$ cat config.mk
export PLATFORM = sky130hd
export DESIGN_NAME = pfmt_top
export DESIGN_NICKNAME = d
export VERILOG_FILES = /design/src/include/pfmt_pkg.sv /design/src/verilog/pfmt_buf2.sv /design/src/verilog/pfmt_top.sv
export SDC_FILE = /design/constraint.sdc
export NUM_CORES = 2
export LEC_CHECK = 0
export BUFFER_PORTS_ARGS = -buffer_cell sky130_fd_sc_hd__buf_2
export CORE_UTILIZATION = 39
export CTS_CLUSTER_SIZE = 8
export DETAILED_ROUTE_END_ITERATION = 10
export GPL_TIMING_DRIVEN = 0
export PLACE_DENSITY = 0.63
export SETUP_SLACK_MARGIN = 0.1
export SYNTH_ARGS = -nofsm -noshare
export SYNTH_HDL_FRONTEND = slang
export SYNTH_HIERARCHICAL = 1
export SYNTH_SLANG_ARGS = --single-unit
$ cat constraint.sdc
create_clock -name hclk -period 4.4 [get_ports hclk]
set_input_delay 0.44 -clock hclk [delete_from_list [all_inputs] [get_ports hclk]]
set_output_delay 0.44 -clock hclk [all_outputs]
set_load 0.01 [all_outputs]
$ cat src/include/pfmt_pkg.sv
package pfmt_pkg;
  // Register byte offsets
  localparam logic [7:0] ADDR_CTRL = 8'h00;
  localparam logic [7:0] ADDR_STATUS = 8'h04;
  localparam logic [7:0] ADDR_RXF_READ = 8'h08;
  localparam logic [7:0] ADDR_TX_FIRST = 8'h80;
  localparam logic [7:0] ADDR_TX_CONTINUE = 8'h84;
  localparam logic [7:0] ADDR_TX_COMMIT = 8'h8C;
  // Control fields
  localparam int CTRL_SID_EN_BIT = 0;
  localparam int CTRL_DEST_LSB = 16;
  localparam logic [31:0] CTRL_RESET = 32'h0000_0000;
  // Status fields
  localparam int STAT_HDR_ERR_BIT = 0;
  localparam int STAT_TX_BUSY_BIT = 1;
  localparam int STAT_COUNT_LSB = 8;
  // Transmit header quadlet for unformatted packets
  localparam logic [31:0] TX_HEADER_QUAD = 32'h0000_00E0;
  localparam int TX_SLOTS = 4;
  // Receive token layout
  localparam int TOK_TRANS_CODE_LSB = 4;
  localparam int TOK_COUNT_LSB = 24;
  localparam int TOK_SPD_LSB = 16;
  localparam int TOK_PKT_DONE_BIT = 11;
  localparam int TOK_STATUS_LSB = 12;
  localparam logic [3:0] TRANS_CODE_SELFID = 4'hE;
  // Speed codes
  localparam logic [1:0] SPD_S100 = 2'h0;
  localparam logic [1:0] SPD_S200 = 2'h1;
  localparam logic [1:0] SPD_S400 = 2'h2;
  // Receive status codes
  localparam logic [3:0] RS_PHY_PACKET = 4'h0;
  localparam logic [3:0] RS_COMPLETE = 4'h1;
  localparam logic [3:0] RS_DATA_ERROR = 4'hD;
  localparam logic [3:0] RS_CRC_ERROR = 4'hF;
  // Link-side error report
  localparam logic [1:0] LERR_NONE = 2'h0;
  localparam logic [1:0] LERR_DATA = 2'h1;
  // General receive FIFO
  localparam int RXF_AW = 5;
  localparam int RXF_DEPTH = 32;
  localparam logic [RXF_AW:0] RXF_READY_SPACE = 6'h03;

  typedef enum logic [1:0] {
    PFMT_RX_IDLE = 2'b00,
    PFMT_RX_SELFID = 2'b01,
    PFMT_RX_PHY_FIRST = 2'b10,
    PFMT_RX_PHY_CHECK = 2'b11
  } pfmt_rx_state_t;
endpackage : pfmt_pkg

$ cat src/verilog/pfmt_buf2.sv
`timescale 1ns/1ps
`default_nettype none
// Two-entry buffer, head always in slot 0
module pfmt_buf2 #(
  parameter int W = 33
) (
  input wire logic hclk,
  input wire logic hresetn,
  input wire logic in_valid,
  output logic in_ready,
  input wire logic [W-1:0] in_data,
  output logic out_valid,
  input wire logic out_ready,
  output logic [W-1:0] out_data
);
  logic [W-1:0] slot1;
  logic full;
  logic push;
  logic pop;

  assign in_ready = ~full;
  assign push = in_valid & ~full;
  assign pop = out_valid & out_ready;

  always_ff @(posedge hclk or negedge hresetn)
  begin
    if (!hresetn)
    begin
      out_valid <= 1'b0;
      full <= 1'b0;
      out_data <= '0;
      slot1 <= '0;
    end
    else if (pop)
    begin
      if (full)
      begin
        out_data <= slot1;
        full <= 1'b0;
      end
      else
      begin
        out_data <= in_data;
        out_valid <= push;
      end
    end
    else if (push)
    begin
      if (!out_valid)
      begin
        out_data <= in_data;
        out_valid <= 1'b1;
      end
      else
      begin
        slot1 <= in_data;
        full <= 1'b1;
      end
    end
  end
endmodule : pfmt_buf2
`default_nettype wire

$ cat src/verilog/pfmt_top.sv
`timescale 1ns/1ps
`default_nettype none
module pfmt_top (
  input wire logic hclk,
  input wire logic hresetn,
  input wire logic hsel,
  input wire logic [31:0] haddr,
  input wire logic [1:0] htrans,
  input wire logic hwrite,
  input wire logic [2:0] hsize,
  input wire logic [31:0] hwdata,
  input wire logic hready,
  output logic hreadyout,
  output logic hresp,
  output logic [31:0] hrdata,
  output logic tx_valid,
  input wire logic tx_ready,
  output logic [31:0] tx_quadlet,
  output logic tx_last,
  input wire logic rx_begin,
  input wire logic rx_is_selfid,
  input wire logic rx_valid,
  input wire logic [31:0] rx_quadlet,
  input wire logic rx_done,
  input wire logic [1:0] rx_error,
  output logic rx_ready,
  output logic header_error
);
  // Bus data phase
  logic dph_valid;
  logic dph_write;
  logic [7:0] dph_addr;
  logic accept;
  logic wr_do;
  logic commit_now;
  logic is_tx_addr;
  // Control and status
  logic sid_enable;
  logic [15:0] local_dest_id;
  // Transmit staging
  logic [31:0] tx_mem [0:pfmt_pkg::TX_SLOTS-1];
  logic [1:0] tx_wr_idx;
  logic [1:0] tx_len_m1;
  logic [1:0] tx_rd_idx;
  logic tx_busy;
  logic buf_in_ready;
  logic drain_push;
  // Receive FIFO
  logic [31:0] rxf_mem [0:pfmt_pkg::RXF_DEPTH-1];
  logic [pfmt_pkg::RXF_AW:0] rxf_wr_ptr;
  logic [pfmt_pkg::RXF_AW:0] rxf_commit_ptr;
  logic [pfmt_pkg::RXF_AW:0] rxf_rd_ptr;
  logic [pfmt_pkg::RXF_AW:0] rxf_token_ptr;
  logic [pfmt_pkg::RXF_AW:0] rxf_count;
  logic [pfmt_pkg::RXF_AW:0] rxf_space;
  logic rxf_pop;
  logic [7:0] sid_count;
  logic [31:0] phy_first;
  pfmt_pkg::pfmt_rx_state_t rx_state;
  logic rx_take;
  logic rx_begin_take;
  logic phy_ok;
  logic hdr_hit;
  logic [3:0] sid_status;
  logic [31:0] sid_token;
  logic [31:0] phy_token;

  assign accept = hsel & htrans[1] & hready;
  assign wr_do = dph_valid & dph_write & hreadyout;
  assign commit_now = wr_do & (dph_addr == pfmt_pkg::ADDR_TX_COMMIT);
  assign is_tx_addr = (haddr[7:0] == pfmt_pkg::ADDR_TX_FIRST)
    | (haddr[7:0] == pfmt_pkg::ADDR_TX_CONTINUE)
    | (haddr[7:0] == pfmt_pkg::ADDR_TX_COMMIT);
  assign rxf_count = rxf_commit_ptr - rxf_rd_ptr;
  assign rxf_space = 6'(pfmt_pkg::RXF_DEPTH) - (rxf_wr_ptr - rxf_rd_ptr);
  assign rxf_pop = accept & ~hwrite & (haddr[7:0] == pfmt_pkg::ADDR_RXF_READ)
    & (rxf_count != '0);
  assign rx_take = rx_valid & rx_ready;
  assign rx_begin_take = rx_begin & rx_ready;
  assign phy_ok = (rx_quadlet == ~phy_first);
  assign hdr_hit = (rx_quadlet[31:16] == local_dest_id);

  // Bus address phase capture
  always_ff @(posedge hclk or negedge hresetn)
  begin
    if (!hresetn)
    begin
      dph_valid <= 1'b0;
      dph_write <= 1'b0;
      dph_addr <= 8'h00;
    end
    else if (accept)
    begin
      dph_valid <= 1'b1;
      dph_write <= hwrite;
      dph_addr <= haddr[7:0];
    end
    else if (hreadyout)
    begin
      dph_valid <= 1'b0;
    end
  end

  // Wait states while a committed packet is still draining
  always_ff @(posedge hclk or negedge hresetn)
  begin
    if (!hresetn)
    begin
      hreadyout <= 1'b1;
    end
    else if (accept && hwrite && is_tx_addr && (tx_busy || commit_now))
    begin
      hreadyout <= 1'b0;
    end
    else if (!hreadyout && !tx_busy)
    begin
      hreadyout <= 1'b1;
    end
  end

  always_ff @(posedge hclk or negedge hresetn)
  begin
    if (!hresetn)
    begin
      hresp <= 1'b0;
    end
    else
    begin
      hresp <= 1'b0;
    end
  end

  // Read data, valid in the data phase
  always_ff @(posedge hclk or negedge hresetn)
  begin
    if (!hresetn)
    begin
      hrdata <= 32'h0000_0000;
    end
    else if (accept && !hwrite)
    begin
      hrdata <= 32'h0000_0000;
      unique case (haddr[7:0])
        pfmt_pkg::ADDR_CTRL:
        begin
          hrdata[pfmt_pkg::CTRL_SID_EN_BIT] <= sid_enable;
          hrdata[pfmt_pkg::CTRL_DEST_LSB +: 16] <= local_dest_id;
        end
        pfmt_pkg::ADDR_STATUS:
        begin
          hrdata[pfmt_pkg::STAT_HDR_ERR_BIT] <= header_error;
          hrdata[pfmt_pkg::STAT_TX_BUSY_BIT] <= tx_busy;
          hrdata[pfmt_pkg::STAT_COUNT_LSB +: 6] <= rxf_count;
        end
        pfmt_pkg::ADDR_RXF_READ:
        begin
          if (rxf_count != '0)
          begin
            hrdata <= rxf_mem[rxf_rd_ptr[pfmt_pkg::RXF_AW-1:0]];
          end
        end
        default:
        begin
          hrdata <= 32'h0000_0000;
        end
      endcase
    end
  end

  // Control register
  always_ff @(posedge hclk or negedge hresetn)
  begin
    if (!hresetn)
    begin
      sid_enable <= pfmt_pkg::CTRL_RESET[pfmt_pkg::CTRL_SID_EN_BIT];
      local_dest_id <= pfmt_pkg::CTRL_RESET[pfmt_pkg::CTRL_DEST_LSB +: 16];
    end
    else if (wr_do && dph_addr == pfmt_pkg::ADDR_CTRL)
    begin
      sid_enable <= hwdata[pfmt_pkg::CTRL_SID_EN_BIT];
      local_dest_id <= hwdata[pfmt_pkg::CTRL_DEST_LSB +: 16];
    end
  end

  // Header error flag, write one to clear, set wins
  always_ff @(posedge hclk or negedge hresetn)
  begin
    if (!hresetn)
    begin
      header_error <= 1'b0;
    end
    else if (rx_take && rx_state == pfmt_pkg::PFMT_RX_PHY_FIRST && hdr_hit)
    begin
      header_error <= 1'b1;
    end
    else if (wr_do && dph_addr == pfmt_pkg::ADDR_STATUS
      && hwdata[pfmt_pkg::STAT_HDR_ERR_BIT])
    begin
      header_error <= 1'b0;
    end
  end

  // Transmit staging: first, continue, commit locations
  always_ff @(posedge hclk or negedge hresetn)
  begin
    if (!hresetn)
    begin
      tx_wr_idx <= 2'h0;
      tx_len_m1 <= 2'h0;
    end
    else if (wr_do && dph_addr == pfmt_pkg::ADDR_TX_FIRST)
    begin
      tx_mem[0] <= hwdata;
      tx_wr_idx <= 2'h1;
    end
    else if (wr_do && dph_addr == pfmt_pkg::ADDR_TX_CONTINUE)
    begin
      tx_mem[tx_wr_idx] <= hwdata;
      if (tx_wr_idx != 2'h3)
      begin
        tx_wr_idx <= tx_wr_idx + 2'h1;
      end
    end
    else if (commit_now)
    begin
      tx_mem[tx_wr_idx] <= hwdata;
      tx_len_m1 <= tx_wr_idx;
      tx_wr_idx <= 2'h0;
    end
  end

  // Committed packet drains into the output buffer
  assign drain_push = tx_busy & buf_in_ready;

  always_ff @(posedge hclk or negedge hresetn)
  begin
    if (!hresetn)
    begin
      tx_busy <= 1'b0;
      tx_rd_idx <= 2'h0;
    end
    else if (commit_now)
    begin
      tx_busy <= 1'b1;
      tx_rd_idx <= 2'h0;
    end
    else if (drain_push)
    begin
      tx_rd_idx <= tx_rd_idx + 2'h1;
      if (tx_rd_idx == tx_len_m1)
      begin
        tx_busy <= 1'b0;
      end
    end
  end

  pfmt_buf2 #(
    .W(33)
  ) u_tx_buf (
    .hclk(hclk),
    .hresetn(hresetn),
    .in_valid(tx_busy),
    .in_ready(buf_in_ready),
    .in_data({tx_rd_idx == tx_len_m1, tx_mem[tx_rd_idx]}),
    .out_valid(tx_valid),
    .out_ready(tx_ready),
    .out_data({tx_last, tx_quadlet})
  );

  // Token quadlets
  always_comb
  begin
    unique case (rx_error)
      pfmt_pkg::LERR_NONE: sid_status = pfmt_pkg::RS_COMPLETE;
      pfmt_pkg::LERR_DATA: sid_status = pfmt_pkg::RS_DATA_ERROR;
      default: sid_status = pfmt_pkg::RS_CRC_ERROR;
    endcase
    sid_token = 32'h0000_0000;
    sid_token[pfmt_pkg::TOK_TRANS_CODE_LSB +: 4] = pfmt_pkg::TRANS_CODE_SELFID;
    sid_token[pfmt_pkg::TOK_PKT_DONE_BIT] = 1'b1;
    sid_token[pfmt_pkg::TOK_SPD_LSB +: 2] = pfmt_pkg::SPD_S100;
    sid_token[pfmt_pkg::TOK_COUNT_LSB +: 8] = sid_count;
    sid_token[pfmt_pkg::TOK_STATUS_LSB +: 4] = sid_status;
    phy_token = 32'h0000_0000;
    phy_token[pfmt_pkg::TOK_TRANS_CODE_LSB +: 4] = pfmt_pkg::TRANS_CODE_SELFID;
    phy_token[pfmt_pkg::TOK_PKT_DONE_BIT] = 1'b1;
    phy_token[pfmt_pkg::TOK_SPD_LSB +: 2] = pfmt_pkg::SPD_S100;
    phy_token[pfmt_pkg::TOK_COUNT_LSB +: 8] = 8'h01;
    phy_token[pfmt_pkg::TOK_STATUS_LSB +: 4] = pfmt_pkg::RS_PHY_PACKET;
  end

  // Receive framing into the general receive FIFO
  always_ff @(posedge hclk or negedge hresetn)
  begin
    if (!hresetn)
    begin
      rx_state <= pfmt_pkg::PFMT_RX_IDLE;
      rxf_wr_ptr <= '0;
      rxf_commit_ptr <= '0;
      rxf_token_ptr <= '0;
      sid_count <= 8'h00;
      phy_first <= 32'h0000_0000;
    end
    else
    begin
      unique case (rx_state)
        pfmt_pkg::PFMT_RX_IDLE:
        begin
          if (rx_begin_take && rx_is_selfid && sid_enable)
          begin
            rxf_token_ptr <= rxf_wr_ptr;
            rxf_wr_ptr <= rxf_wr_ptr + 6'h01;
            sid_count <= 8'h00;
            rx_state <= pfmt_pkg::PFMT_RX_SELFID;
          end
          else if (rx_begin_take && !rx_is_selfid)
          begin
            rx_state <= pfmt_pkg::PFMT_RX_PHY_FIRST;
          end
        end
        pfmt_pkg::PFMT_RX_SELFID:
        begin
          if (rx_done)
          begin
            rxf_mem[rxf_token_ptr[pfmt_pkg::RXF_AW-1:0]] <= sid_token;
            rxf_commit_ptr <= rxf_wr_ptr;
            rx_state <= pfmt_pkg::PFMT_RX_IDLE;
          end
          else if (rx_take)
          begin
            rxf_mem[rxf_wr_ptr[pfmt_pkg::RXF_AW-1:0]] <= rx_quadlet;
            rxf_wr_ptr <= rxf_wr_ptr + 6'h01;
            sid_count <= sid_count + 8'h01;
          end
        end
        pfmt_pkg::PFMT_RX_PHY_FIRST:
        begin
          if (rx_done)
          begin
            rx_state <= pfmt_pkg::PFMT_RX_IDLE;
          end
          else if (rx_take)
          begin
            phy_first <= rx_quadlet;
            rx_state <= pfmt_pkg::PFMT_RX_PHY_CHECK;
          end
        end
        pfmt_pkg::PFMT_RX_PHY_CHECK:
        begin
          if (rx_done)
          begin
            rx_state <= pfmt_pkg::PFMT_RX_IDLE;
          end
          else if (rx_take)
          begin
            if (phy_ok)
            begin
              rxf_mem[rxf_wr_ptr[pfmt_pkg::RXF_AW-1:0]] <= phy_token;
              rxf_mem[5'(rxf_wr_ptr + 6'h01)] <= phy_first;
              rxf_wr_ptr <= rxf_wr_ptr + 6'h02;
              rxf_commit_ptr <= rxf_wr_ptr + 6'h02;
            end
            rx_state <= pfmt_pkg::PFMT_RX_IDLE;
          end
        end
      endcase
    end
  end

  // Read pointer and link back-pressure
  always_ff @(posedge hclk or negedge hresetn)
  begin
    if (!hresetn)
    begin
      rxf_rd_ptr <= '0;
      rx_ready <= 1'b0;
    end
    else
    begin
      if (rxf_pop)
      begin
        rxf_rd_ptr <= rxf_rd_ptr + 6'h01;
      end
      rx_ready <= (rxf_space >= pfmt_pkg::RXF_READY_SPACE);
    end
  end
endmodule : pfmt_top
`default_nettype wire
==> results_dict.tcl <==
set metrics [dict create \
    final_core_utilization_pct 46.5 \
    netlist_top_cells_area "edfxtp_1, mux4_2, a21o_1, dfrtp_1, mux2_2" \
    final_cells 6829 \
    final_hold_viol_count 0 \
    worstReg2RegEnd "hrdata[17]" \
    crit_required_ns 5.05 \
    drc_errors 0 \
    ir_worst_vdd_mv 0.324 \
    synth-edff-count 1152 \
    synth_cell_types 68 \
    die_h_um 405 \
    layout_common_cells "edfxtp_1, a21o_1, mux4_2" \
    grt_max_degree 111 \
    async_flop_share_pct 14.9 \
    avgSynthCellArea_um2 15.6 \
    final_area_um2 74900 \
    grt_util_met2_pct 40.1 \
    wirelength_um 208000 \
    fin_crit_sh_pct 98.5 \
    root_buffer "clkbuf_16" \
    crit_start "rxf_rd_ptr[1]" \
    final_nets 4712 \
    coreArea_um2 161000 \
    rr_startpoint "rxf_rd_ptr[1]" \
    clock_skew_ns 0.0369 \
    cp.arrival_ns 4.98 \
    critPathKind "reg2reg" \
    power_density_nw_per_um2 451 \
    overflow 0 \
    drv_slew 9 \
    worst-path-stages 7 \
    critPathMaxStageDelay_ns 0.94 \
    syn_nets 4196 \
    fmax_ghz 0.231 \
    netlist_instances 4058 \
    met3_usage_pct 6.20 \
    antenna_found_initial 2 \
    port-buffer-count 153 \
    cts_sinks 1354 \
    drtAntennaViolNets 0 \
    critPathLaunchType "flip-flop" \
    p_leak_nw 31.9 \
    drive_above_1_share_pct 27.6 \
    numCtsBuffers 187 \
    slowest_stage "clkbuf_1" \
    fillers 14004 \
    synthFlopType "edfxtp_1" \
    dp.cells 6415 \
    setup_violations 0 \
    tritoncts "done" \
    grt_setup_unrepaired "yes" \
    vias 41139 \
    routedWlPerCell_um 30.5 \
    crit_buf_inv 3 \
    yosysWarnings 6 \
    dpl.hpwl_um 149000 \
    drv_cap 1 \
    grt_pass1_wl_um 296000 \
    multi_input_area_um2 21900 \
    timing.setup.tns_ns 0 \
    critPathCaptureType "flip-flop" \
    synth_top_area_share_pct 54.5 \
    io_pins 183 \
    relSlewSlack_pct -5.71 \
    grt_use_total_pct 25.3 \
    seqCellArea_um2 39600 \
    clk_latency_ns 0.82 \
    place.gp.congestion 0.911 \
    status "finished, violations left" \
    area_growth_pct 18.0 \
    violations "max-capacitance violations, max-slew violations" \
    cts_max_level 4 \
    globalRouteMet1Util_pct 32.7 \
    grt_pass1_vias 40451 \
    placed_area_um2 68200 \
    grt_most_used_layer "met2" \
    ys_seq_area_share_pct 62.5 \
    avgViaCountPerCell 6.02 \
    ys_ff_latch 1354 \
    die_w_um 405 \
    hp-class "in2reg" \
    mostFrequentLayoutCell "edfxtp_1" \
    drt_iter0_drc 5365 \
    rrSetupSlack_ns 0.07 \
    cp_top_family "buffers and inverters" \
    reg2reg_depth 7 \
    clk_pin_slew_ns 0.06 \
    period_minus_slack_ns 4.33 \
    clock_path_buffers 3 \
    yosysTopAreaCell "edfxtp_1" \
    critPathMaxFanout 10 \
    syn_area_um2 63500 \
    crit_path_end "hrdata[17]" \
    dieArea_um2 164000 \
    detail_route.first_pass.iterations 8 \
    fp-row-count 147 \
    tightestPinTransition_ns 1.59 \
    crit_path_cell_trace "clkbuf_4 -> clkbuf_1 -> clkbuf_1 -> mux4_2 -> mux4_2 -> mux2i_1 -> o21ai_0" \
    start_util_pct 39.4 \
]
[through the flow]
step / hold WS [ns] / setup slack (ns) / total power [W]
2_1_floorplan: 0.144 / -0.204 / 0.0181
3_3_place_gp: 0.468 / -8.46 / 0.0200
3_5_place_dp: 0.475 / -0.579 / 0.0203
4_1_cts: 0.000834 / 0.115 / 0.0337
5_1_grt: 0.0281 / 0.0758 / 0.0347
6_report: 0.0694 / 0.0659 / 0.0338
[logic make-up (layout without fill, tap and decap cells)]
group	after synthesis	count (layout)	synth area share, %
simple gates	378	378	3.10
compound gates	1223	1223	14.2
buf+inv	504	1112	3.80
fa+ha+maj	25	25	0.517
xor+xnor	83	83	1.15
flops	1354	1354	62.5
mux	490	490	14.8
other cells	1	4	0.00591
[flip-flops by register name (all words and copies together), names as in the netlist, 2 cells and up]
signal,count
dph_addr,8
hrdata,32
local_dest_id,16
phy_first,32
rx_state,2
rxf_commit_ptr,6
rxf_mem,1024
rxf_rd_ptr,6
rxf_token_ptr,5
rxf_wr_ptr,6
sid_count,8
tx_len_m1,2
tx_mem,128
tx_rd_idx,2
tx_wr_idx,2
u_tx_buf/out_data,33
u_tx_buf/slot1,33
[layer usage]
metal  share of wire, %  vias up
li1                   -    16866
met1                 38    21344
met3                 11      444
met4                4.8        4
met5              0.088        -
met2                 47     2481
[cell type report]
class / count / share of cell area, %
Multi-Input combinational cell: 2200 / 29.3
Tap cell: 2160 / 3.61
Clock buffer: 266 / 6.67
Antenna cell: 3 / 0.0100
Buffer: 479 / 3.14
Timing Repair Buffer: 328 / 3.84
Clock inverter: 15 / 0.388
Sequential cell: 1354 / 52.9
Inverter: 24 / 0.125
[cell usage after synthesis, types with 3 or more instances]
| cell type | instances |
|---|---|
| o22ai_1 | 6 |
| a31oi_1 | 7 |
| ha_1 | 23 |
| or3_1 | 8 |
| o21ai_1 | 19 |
| nand3_1 | 51 |
| nand4_1 | 7 |
| nor3_1 | 16 |
| edfxtp_1 | 1152 |
| o21ai_0 | 98 |
| a21o_1 | 869 |
| mux2_2 | 104 |
| buf_4 | 36 |
| or2_2 | 35 |
| and3b_1 | 3 |
| nor4_1 | 18 |
| xor2_1 | 27 |
| a21oi_1 | 17 |
| o21a_1 | 128 |
| a22oi_1 | 23 |
| mux4_2 | 348 |
| and2_1 | 20 |
| o221a_2 | 33 |
| nand2b_1 | 11 |
| clkbuf_1 | 221 |
| buf_6 | 21 |
| inv_1 | 21 |
| clkbuf_2 | 8 |
| buf_2 | 171 |
| and3_1 | 37 |
| nor4b_1 | 4 |
| dfrtp_1 | 201 |
| o221ai_1 | 3 |
| buf_1 | 23 |
| xnor2_1 | 56 |
| nor2_1 | 45 |
| nand2_1 | 109 |
| mux2i_1 | 38 |
[worst min path at each step]
| stage | from | end | cells after the start |
|---|---|---|---|
| floorplan | hresetn | dph_addr[0] | 0 |
| global placement | hrdata[5] | hrdata[5] | 2 |
| detailed placement | hrdata[5] | hrdata[5] | 2 |
| CTS | rx_quadlet[21] | phy_first[21] | 2 |
| global route | rx_quadlet[21] | phy_first[21] | 2 |
| finish | rx_quadlet[18] | phy_first[18] | 2 |
[timing repair]
item	CTS	global route
setup buffers	48	13
hold buffers	70	0
pin swaps	17	3
resized for setup	16	13
setup endpoints to repair	896	339
endpoints found under the hold margin	276	0
[power by group]
part           switching (W)  total [W]  internal, W
clock network        0.00560     0.0134      0.00781
registers           0.000233     0.0146       0.0144
logic                0.00416    0.00580      0.00164
total                0.00999     0.0338       0.0238
Note: power is estimated with default switching activity, not from simulation.
